File: src/verilog/sac_pkg.sv
// Package with register map, field layouts, reset values and timing for the converter control block.
package sac_pkg;
  localparam logic [7:0] SAC_OFS_CTRL = 8'h3C;
  localparam logic [7:0] SAC_OFS_RESH = 8'h3D;
  localparam logic [7:0] SAC_OFS_RESL = 8'h3E;
  localparam logic [7:0] SAC_OFS_CLKC = 8'h3F;
  // Control/status bit positions.
  localparam int SAC_BIT_DONE = 7;
  localparam int SAC_BIT_IEN = 6;
  localparam int SAC_BIT_CONT = 5;
  // Clock control bit positions.
  localparam int SAC_BIT_DIV_LO = 5;
  localparam int SAC_BIT_SRC = 4;
  localparam int SAC_BIT_JUST_LO = 2;
  localparam logic [4:0] SAC_CH_RESET = 5'h1F;
  localparam logic [4:0] SAC_CH_OFF = 5'h1F;
  localparam logic [4:0] SAC_CH_LAST_EXT = 5'h05;
  localparam logic [4:0] SAC_CH_BANDGAP = 5'h06;
  localparam logic [4:0] SAC_CH_REF_HIGH = 5'h1D;
  localparam logic [4:0] SAC_CH_REF_LOW = 5'h1E;
  localparam logic [7:0] SAC_CLKC_RESET = 8'h04;
  localparam logic [7:0] SAC_RES_RESET = 8'h00;
  // Converter clock cycles per conversion, counted from the start write.
  localparam logic [4:0] SAC_CONV_CYCLES = 5'h10;
  typedef enum logic [1:0] {
    SAC_JUST_TRUNC = 2'b00,
    SAC_JUST_RIGHT = 2'b01,
    SAC_JUST_LEFT = 2'b10,
    SAC_JUST_SIGNED = 2'b11
  } sac_just_t;
  typedef enum logic [1:0] {
    SAC_ST_IDLE = 2'b00,
    SAC_ST_CONV = 2'b01,
    SAC_ST_OFF = 2'b10
  } sac_state_t;
endpackage

File: src/verilog/sac_prescaler.sv
// Converter clock enable generator: selectable source and divide by 1, 2, 4, 8 or 16.
`timescale 1ns/1ps
module sac_prescaler
  import sac_pkg::*;
(
  // Clock and reset
  input wire logic clock,
  input wire logic rstn,
  // Control
  input wire logic restart,
  input wire logic src_bus,
  input wire logic crystal_tick,
  input wire logic [2:0] clock_prescale,
  // Output
  output logic conv_tick
);
  logic [3:0] cnt_r;
  logic [3:0] cnt_nxt;
  logic tick_r;
  logic tick_nxt;
  logic src_tick;
  logic [3:0] limit;

  always_comb begin
    src_tick = src_bus ? 1'b1 : crystal_tick;
    case (clock_prescale)
      3'h0: limit = 4'h0;
      3'h1: limit = 4'h1;
      3'h2: limit = 4'h3;
      3'h3: limit = 4'h7;
      default: limit = 4'hF;
    endcase
    cnt_nxt = cnt_r;
    tick_nxt = 1'b0;
    if (restart) begin
      cnt_nxt = 4'h0;
    end else if (src_tick) begin
      if (cnt_r >= limit) begin
        cnt_nxt = 4'h0;
        tick_nxt = 1'b1;
      end else begin
        cnt_nxt = cnt_r + 4'h1;
      end
    end
  end

  always_ff @(posedge clock or negedge rstn) begin
    if (!rstn) begin
      cnt_r <= 4'h0;
      tick_r <= 1'b0;
    end else begin
      cnt_r <= cnt_nxt;
      tick_r <= tick_nxt;
    end
  end

  assign conv_tick = tick_r;
endmodule

File: src/verilog/sac_ctrl.sv
// Control, status and result registers of the 10-bit successive-approximation converter.
`timescale 1ns/1ps
module sac_ctrl
  import sac_pkg::*;
#(
  parameter int RES_W = 10
)(
  // Clock and reset
  input wire logic clock,
  input wire logic rstn,
  // Register port
  input wire logic [7:0] addr,
  input wire logic [7:0] wdata,
  input wire logic wr,
  input wire logic rd,
  output logic [7:0] rdata,
  // Crystal clock enable and analog side
  input wire logic crystal_tick,
  input wire logic [RES_W-1:0] analog_result,
  output logic [4:0] channel_select,
  output logic converter_power_on,
  output logic sample_strobe,
  output logic first_after_off,
  // Interrupt request to the processor
  output logic irq
);
  logic [7:0] clkc_r, clkc_nxt;
  logic ien_r, ien_nxt;
  logic cont_r, cont_nxt;
  logic [4:0] ch_r, ch_nxt;
  logic done_r, done_nxt;
  logic irq_r, irq_nxt;
  logic [7:0] resh_r, resh_nxt;
  logic [7:0] resl_r, resl_nxt;
  logic lock_r, lock_nxt;
  logic stab_r, stab_nxt;
  logic [4:0] cyc_r, cyc_nxt;
  sac_state_t st_r, st_nxt;
  logic [7:0] rdata_r, rdata_nxt;
  logic smp_r, smp_nxt;
  logic conv_tick;
  logic wr_ctrl, wr_clkc, rd_resl, rd_resh;
  logic finish;
  logic [7:0] new_h, new_l;
  sac_just_t just;
  logic pwr_r, pwr_nxt;
  // Converter ticks seen since the last start, kept apart from the state counter.
  // The length checks use it so that they are not read back from the counter they guard.
  logic [4:0] seen_r, seen_nxt;

  assign wr_ctrl = wr && addr == SAC_OFS_CTRL;
  assign wr_clkc = wr && addr == SAC_OFS_CLKC;
  assign rd_resl = rd && addr == SAC_OFS_RESL;
  assign rd_resh = rd && addr == SAC_OFS_RESH;
  assign just = sac_just_t'(clkc_r[SAC_BIT_JUST_LO+1:SAC_BIT_JUST_LO]);

  sac_prescaler u_presc (
    .clock(clock),
    .rstn(rstn),
    .restart(wr_ctrl),
    .src_bus(clkc_r[SAC_BIT_SRC]),
    .crystal_tick(crystal_tick),
    .clock_prescale(clkc_r[SAC_BIT_DIV_LO+2:SAC_BIT_DIV_LO]),
    .conv_tick(conv_tick)
  );

  // Layout of a fresh result in the selected justification mode.
  function automatic logic [15:0] sac_layout(input sac_just_t m, input logic [9:0] v);
    logic [15:0] r;
    r = 16'h0000;
    case (m)
      SAC_JUST_TRUNC: r = {8'h00, v[9:2]};
      SAC_JUST_RIGHT: r = {6'h00, v[9:8], v[7:0]};
      SAC_JUST_LEFT: r = {v[9:2], v[1:0], 6'h00};
      SAC_JUST_SIGNED: r = {~v[9], v[8:2], v[1:0], 6'h00};
      default: r = 16'h0000;
    endcase
    return r;
  endfunction

  // The conversion ends on the 16th converter tick after the start write; the write restarts
  // the prescaler, so no partial tick comes before the first boundary.
  assign finish = st_r == SAC_ST_CONV && conv_tick && cyc_r == SAC_CONV_CYCLES - 5'h01;
  assign {new_h, new_l} = sac_layout(just, analog_result[9:0]);

  always_comb begin
    clkc_nxt = clkc_r;
    ien_nxt = ien_r;
    cont_nxt = cont_r;
    ch_nxt = ch_r;
    done_nxt = done_r;
    irq_nxt = irq_r;
    resh_nxt = resh_r;
    resl_nxt = resl_r;
    lock_nxt = lock_r;
    stab_nxt = stab_r;
    cyc_nxt = cyc_r;
    st_nxt = st_r;
    smp_nxt = 1'b0;
    seen_nxt = seen_r;
    if (wr_clkc) begin
      clkc_nxt = {wdata[7:2], 2'b00};
    end
    // Clears first, so that a completion in the same cycle wins.
    if (wr_ctrl || wr_clkc || rd_resl) begin
      done_nxt = 1'b0;
    end
    if (wr_ctrl || rd_resl || rd_resh) begin
      irq_nxt = 1'b0;
    end
    // The lock freezes both bytes; software that reads only the high byte loses every
    // later result, which is the documented cost of the interlock.
    if (rd_resh && just != SAC_JUST_TRUNC) begin
      lock_nxt = 1'b1;
    end
    if (rd_resl) begin
      lock_nxt = 1'b0;
    end
    if (cyc_r != 5'h00 || st_r != SAC_ST_CONV) begin
      cyc_nxt = cyc_r;
    end
    case (st_r)
      SAC_ST_IDLE: st_nxt = SAC_ST_IDLE;
      SAC_ST_CONV: begin
        if (conv_tick) begin
          cyc_nxt = cyc_r + 5'h01;
        end
        if (finish) begin
          smp_nxt = 1'b1;
          cyc_nxt = 5'h00;
          stab_nxt = 1'b0;
          if (!lock_nxt || just == SAC_JUST_TRUNC) begin
            resh_nxt = new_h;
            resl_nxt = new_l;
          end
          if (ien_r) begin
            irq_nxt = 1'b1;
          end else begin
            done_nxt = 1'b1;
          end
          st_nxt = cont_r ? SAC_ST_CONV : SAC_ST_IDLE;
        end
      end
      SAC_ST_OFF: st_nxt = SAC_ST_OFF;
      default: st_nxt = SAC_ST_IDLE;
    endcase
    if (wr_ctrl) begin
      ien_nxt = wdata[SAC_BIT_IEN];
      cont_nxt = wdata[SAC_BIT_CONT];
      // Reserved codes are not refused: they convert whatever the analog side returns.
      ch_nxt = wdata[4:0];
      cyc_nxt = 5'h00;
      if (wdata[4:0] == SAC_CH_OFF) begin
        st_nxt = SAC_ST_OFF;
      end else begin
        if (st_r == SAC_ST_OFF) begin
          stab_nxt = 1'b1;
        end
        st_nxt = SAC_ST_CONV;
      end
    end
    if (wr_ctrl || finish) begin
      seen_nxt = 5'h00;
    end else if (st_r == SAC_ST_CONV && conv_tick) begin
      seen_nxt = seen_r + 5'h01;
    end
    // The power output is registered from the next state so it leaves a flip-flop directly.
    pwr_nxt = st_nxt != SAC_ST_OFF;
    rdata_nxt = 8'h00;
    if (rd) begin
      case (addr)
        SAC_OFS_CTRL: rdata_nxt = {done_r & ~ien_r, ien_r, cont_r, ch_r};
        SAC_OFS_RESH: rdata_nxt = resh_r;
        SAC_OFS_RESL: rdata_nxt = resl_r;
        SAC_OFS_CLKC: rdata_nxt = clkc_r;
        default: rdata_nxt = 8'h00;
      endcase
    end
  end

  always_ff @(posedge clock or negedge rstn) begin
    if (!rstn) begin
      clkc_r <= SAC_CLKC_RESET;
      ien_r <= 1'b0;
      cont_r <= 1'b0;
      ch_r <= SAC_CH_RESET;
      done_r <= 1'b0;
      irq_r <= 1'b0;
      resh_r <= SAC_RES_RESET;
      resl_r <= SAC_RES_RESET;
      lock_r <= 1'b0;
      stab_r <= 1'b0;
      cyc_r <= 5'h00;
      st_r <= SAC_ST_OFF;
      rdata_r <= 8'h00;
      smp_r <= 1'b0;
      pwr_r <= 1'b0;
      seen_r <= 5'h00;
    end else begin
      clkc_r <= clkc_nxt;
      ien_r <= ien_nxt;
      cont_r <= cont_nxt;
      ch_r <= ch_nxt;
      done_r <= done_nxt;
      irq_r <= irq_nxt;
      resh_r <= resh_nxt;
      resl_r <= resl_nxt;
      lock_r <= lock_nxt;
      stab_r <= stab_nxt;
      cyc_r <= cyc_nxt;
      st_r <= st_nxt;
      rdata_r <= rdata_nxt;
      smp_r <= smp_nxt;
      pwr_r <= pwr_nxt;
      seen_r <= seen_nxt;
    end
  end

  // The channel and power outputs are register copies, so they are flip-flop driven.
  assign rdata = rdata_r;
  assign irq = irq_r;
  assign channel_select = ch_r;
  assign converter_power_on = pwr_r;
  assign sample_strobe = smp_r;
  assign first_after_off = stab_r;

  a_ctrl_write_starts: assert property (@(posedge clock) disable iff (!rstn)
    wr_ctrl && wdata[4:0] != SAC_CH_OFF |=> st_r == SAC_ST_CONV && cyc_r == 5'h00)
    else $error("control write did not start a conversion");
  a_done_sets: assert property (@(posedge clock) disable iff (!rstn)
    finish && !ien_r |=> done_r)
    else $error("done flag not set at completion");
  a_done_clears: assert property (@(posedge clock) disable iff (!rstn)
    (wr_ctrl || wr_clkc || rd_resl) && !finish |=> !done_r)
    else $error("done flag not cleared");
  a_irq_raise: assert property (@(posedge clock) disable iff (!rstn)
    finish && ien_r |=> irq_r && rdata_r[SAC_BIT_DONE] == 1'b0)
    else $error("interrupt not raised at completion");
  a_irq_withdraw: assert property (@(posedge clock) disable iff (!rstn)
    (wr_ctrl || rd_resl || rd_resh) && !finish |=> !irq_r)
    else $error("interrupt not withdrawn");
  a_single_stops: assert property (@(posedge clock) disable iff (!rstn)
    finish && !cont_r && !wr_ctrl |=> st_r == SAC_ST_IDLE)
    else $error("single conversion did not stop");
  a_power_off: assert property (@(posedge clock) disable iff (!rstn)
    wr_ctrl && wdata[4:0] == SAC_CH_OFF |=> !converter_power_on)
    else $error("all-ones channel did not power off");
  a_lock_holds: assert property (@(posedge clock) disable iff (!rstn)
    lock_r && !rd_resl && just != SAC_JUST_TRUNC |=> $stable(resl_r))
    else $error("low byte changed while frozen");
  a_trunc_high: assert property (@(posedge clock) disable iff (!rstn)
    finish && just == SAC_JUST_TRUNC |=> resh_r == 8'h00 && resl_r == $past(analog_result[9:2]))
    else $error("truncated layout wrong");
  a_conv_length: assert property (@(posedge clock) disable iff (!rstn)
    finish |-> seen_r == 5'h0F)
    else $error("conversion length wrong");
  a_conv_ends: assert property (@(posedge clock) disable iff (!rstn)
    st_r == SAC_ST_CONV && conv_tick && seen_r == 5'h0F |-> finish)
    else $error("conversion ran past its last tick");
  // The checks below guard outputs and read-back values that software relies on.
  a_results_ro: assert property (@(posedge clock) disable iff (!rstn)
    wr && (addr == SAC_OFS_RESH || addr == SAC_OFS_RESL) && !finish |=> $stable(resh_r) && $stable(resl_r))
    else $error("result byte changed on a write");
  a_strobe_follows: assert property (@(posedge clock) disable iff (!rstn)
    finish |=> sample_strobe && !first_after_off)
    else $error("completion strobe or stabilisation flag wrong");
  a_power_resume: assert property (@(posedge clock) disable iff (!rstn)
    wr_ctrl && wdata[4:0] != SAC_CH_OFF |=> converter_power_on)
    else $error("converter not powered on a start");
  a_done_masked: assert property (@(posedge clock) disable iff (!rstn)
    rd && addr == SAC_OFS_CTRL && ien_r |=> rdata_r[SAC_BIT_DONE] == 1'b0)
    else $error("done flag visible with interrupt enabled");
endmodule

File: config.mk
export PLATFORM = sky130hd
export DESIGN_NAME = sac_ctrl
export DESIGN_NICKNAME = d
export VERILOG_FILES = /design/src/verilog/sac_pkg.sv /design/src/verilog/sac_prescaler.sv /design/src/verilog/sac_ctrl.sv
export SDC_FILE = /design/constraint.sdc
export NUM_CORES = 1
export LEC_CHECK = 0
export BUFFER_PORTS_ARGS = -buffer_cell sky130_fd_sc_hd__buf_2
export CORE_MARGIN = 3
export CORE_UTILIZATION = 51
export CTS_CLUSTER_SIZE = 25
export DETAILED_ROUTE_END_ITERATION = 10
export MAX_ROUTING_LAYER = met4
export PLACE_DENSITY = 0.76
export SYNTH_ARGS = -nofsm -noshare
export SYNTH_HDL_FRONTEND = slang
export SYNTH_SLANG_ARGS = --single-unit
export TNS_END_PERCENT = 50
File: constraint.sdc
create_clock -name clock -period 2 [get_ports clock]
set_input_delay 0.2 -clock clock [delete_from_list [all_inputs] [get_ports clock]]
set_output_delay 0.2 -clock clock [all_outputs]
set_load 0.01 [all_outputs]
==> summary.md <==
| Metric | Value |
|---|---|
| Worst-path fanout max | 4 |
| Aggregate global-route resource usage | between 20% and 30% |
| Initial antenna violation count | 0 |
| Non-Filler Instances | between 400 and 500 |
| Req. time, crit path | 2.24 ns |
| Diodes inserted | 0 |
| Lkg Pwr | about 0.0017 µW |
| Crit path kind | reg -> reg |
| Placed Cells | between 300 and 400 |
| Synth async-reset ratio | 100% |
| Finish-stage setup viols | 5 |
| Residual DRC | 0 |
| Worst hold slack | 0.0895 ns |
| Pwr Density | slightly above 700 nW/µm² |
| Clk Latency, worst-skew pair | between 0.3 and 0.4 ns |
| Fraction of layout cells with a size suffix above 1 | between 30% and 40% |
| Via count | approximately 2400 |
| Cell breakdown of the critical path | or3_1 > ha_1 > nand2b_4 > a21o_1 > a21o_1 > a2111o_1 > a21oi_1 |
| Post-synthesis sequential area ratio | 48.5% |
| Slew margin rel. | 68.4% |
| Crit path DAT | 2.37 ns |
| Vias in the first global route | approximately 2200 |
| Pre-CTS setup slack | -0.0949 ns |
| Maximum vdd drop | ~0.57 mV |
| Clock Path Buffers | 2 |
| CTS Buf Count | 5 |
| Status | finished, violations left |
| Synthesis Warnings | 0 |
| HPWL Detailed | ~4900 µm |
| Die width | just over 80 µm |
| Input/output buffers | 47 |
| Yosys reg bits | 55 |
| Initial Utilization | between 50% and 60% |
| Final net count | approximately 370 |
| Setup crit end kind | flop |
| H-tree depth | 2 |
| Total power | 2520 µW |
| Syn_area_per_cell | between 10 and 15 µm² |
| CTS tree | done |
| DIE HEIGHT | 80.8 µm |
| First-pass GRT wire length | 10900 µm |
| Hold WC Path Type | in -> reg |
| Max Fclk | around 0.47 GHz |
| Most used cell, CP | a21o_1 |
| Clk_skew | slightly above 0.009 ns |
| Ports | 48 |
| Crit-path slowest cell | dfrtp_1 |
| DRT Pass-1 Iters | 4 |
| RSZ-0062 raised after global routing | yes |
| Max cap viols | 0 |
| Die area | between 6000 and 7000 µm² |
| TNS Setup | -0.377 ns |
| Detail Route Antenna Nets | 0 |
| CTS root buf | clkbuf_8 |
| Failing checks | setup timing |
| GP Congestion | ~0.83 |
| Synth Instances | roughly 270 |
| Final hold vios | 0 |
| Routed WL | between 6000 and 7000 µm |
| Slew @ Worst Pin | between 0.4 and 0.5 ns |
| DR WL/cell | 17.1 µm |
| Tmin final | 2.12 ns |
| Max incr delay on CP | approximately 0.39 ns |
| Initial drt markers | roughly 120 |
| Core area | between 5000 and 6000 µm² |
| Global route overflow | 0 |
| Syn Nets | between 300 and 400 |
| CP Launch Type | flop |
| Num rows | 26 |
| Area Overhead vs Synth | 21.2% |
| CTS sink cnt | 55 |
| Post-synth cell types | between 50 and 60 |
| Slew Viols, Final | 0 |
| Post-synth EDFFs | 0 |
| Mapped Area | 2860 µm² |
| Vias per inst | about 6 |
| Commonest register cell after synthesis | dfrtp_1 |
| Final period util | 106% |
| PnR worst setup slack | -0.125 ns |
| Clock-pin transition on the worst setup and hold timing paths | around 0.10 ns |
| Largest net degree at the start of global routing | 56 |
## cells in the mapped netlist (2+ instances only)
library cell	n	area share, %
o2bb2ai_1	7	2.1
mux2_2	12	4.7
a21oi_1	11	1.9
a211o_1	2	0.61
mux2_4	2	1.1
or3_1	2	0.44
ha_1	6	2.6
nand2_1	42	5.5
buf_1	3	0.39
xor2_1	2	0.61
a22oi_1	6	1.6
nor3_2	2	0.70
nor2_1	16	2.1
mux2i_1	4	1.4
mux4_2	5	3.9
inv_1	9	1.2
nand4_1	2	0.44
nor3_1	3	0.53
and4_1	2	0.61
buf_2	2	0.35
a22o_1	9	2.8
nand3_1	5	0.88
o21ai_0	9	1.6
and3_2	4	1.1
dfrtp_1	48	42
and3_1	5	1.1
a211oi_1	2	0.53
dfstp_2	7	6.4
a21o_1	2	0.53
nand2b_1	2	0.44
clkbuf_1	6	0.79
nor2b_1	2	0.44
## final timing paths
| kind | from | end | slack, ns | cells after the start |
|---|---|---|---|---|
| min | wdata[4] | channel_select[4]$_DFFE_PN1N_ | 0.09 | 3 |
| max | clkc_r[5]$_DFFE_PN0P_ | u_presc.cnt_r[0]$_DFFE_PN0P_ | -0.12 | 7 |
| min in group asynchronous | rstn | first_after_off$_DFF_PN0_ | 0.41 | 3 |
| max in group asynchronous | rstn | channel_select[0]$_DFFE_PN1N_ | 1.29 | 3 |
| max reg2reg | clkc_r[5]$_DFFE_PN0P_ | u_presc.cnt_r[0]$_DFFE_PN0P_ | -0.12 | 7 |
| min reg2reg | channel_select[0]$_DFFE_PN1N_ | channel_select[0]$_DFFE_PN1N_ | 0.47 | 2 |
## sequential cells by signal, indices dropped and copies added (netlist names)
signal              flops
channel_select          5
clkc_r                  6
cont_r                  1
converter_power_on      1
cyc_r                   5
done_r                  1
first_after_off         1
ien_r                   1
irq                     1
lock_r                  1
rdata                   8
resh_r                  8
resl_r                  8
sample_strobe           1
st_r                    2
u_presc.cnt_r           4
u_presc.conv_tick       1
## repair_timing
| action | 4_1_cts | 5_1_grt |
|---|---|---|
| setup buffers | 1 | 4 |
| cloned | 0 | 0 |
| hold endpoints to repair | 48 | 0 |
| hold buffers | 1 | 0 |
| gates resized for setup | 0 | 5 |
| pin swaps | 3 | 5 |
| setup endpoints to repair | 3 | 14 |
## metrics by stage
| stage | util (%) | instance area, µm² |
|---|---|---|
| 2_1_floorplan | - | 2860 |
| 3_3_place_gp | 62.0 | 3270 |
| 3_5_place_dp | 62.0 | 3270 |
| 4_1_cts | 64.6 | 3400 |
| 5_1_grt | 65.7 | 3460 |
| 6_report | 65.7 | 3460 |
## cell type report
| cell class | instances | area, µm² |
|---|---|---|
| Fill cell | 428 | 1810 |
| Multi-Input combinational cell | 188 | 1410 |
| Sequential cell | 55 | 1390 |
| Timing Repair Buffer | 70 | 423 |
| Tap cell | 70 | 87.6 |
| Clock buffer | 6 | 82.6 |
| Inverter | 10 | 37.5 |
| Clock inverter | 2 | 35.0 |
## where the power goes
part	leakage (µW)	internal [µW]	switching, µW
Clock	0.0000612	406	356
Combinational	0.000911	225	233
Sequential	0.000686	1210	84.3
Total	0.00166	1840	674
## cell usage in the layout, fill, tap and decap left out, types with 2 or more instances in the layout
cell type,n
xor2_1,2
a211o_1,2
inv_1,9
dfrtp_1,48
ha_1,6
nand2_1,42
mux2_4,2
and3_2,4
buf_2,47
nand4_1,2
and3_1,5
a22o_1,9
mux2_2,12
mux2i_1,4
a22oi_1,6
a21oi_1,10
nand3_1,5
o21ai_0,9
clkbuf_8,6
nor3_1,3
nor3_2,2
a21o_1,2
nor2b_1,2
dfstp_2,7
o2bb2ai_1,7
buf_4,21
mux4_2,5
and4_1,2
nor2_1,16
## logic make-up after synthesis
family	count (synthesis)	share of synthesized area (%)
AND/OR/NAND/NOR	92	15.7
AO/OA/AOI/OAI	65	18.4
multiplexers	23	11.1
XOR/XNOR	2	0.613
adder cells (fa/ha/maj)	6	2.63
flip-flops	55	48.5
buffers and inverters	22	3.11
## routing by layer
metal | GRT usage, % | vias up | wire [µm]
met1 | 30.1 | 1138 | 3020
met5 | - | - | 0
li1 | - | 1105 | -
met4 | 7.94 | 0 | 155
met3 | 5.21 | 14 | 472
met2 | 33.2 | 99 | 3220
## worst max-delay path, delay by kind of cell (launching register included)
family,cells,cell delay (ns)
adders and majority gates,1,0.28
AOI/OAI and AO/OA,4,0.85
and+or+nand+nor,2,0.53
DFF,1,0.39
(Power assumes the default switching activity.)
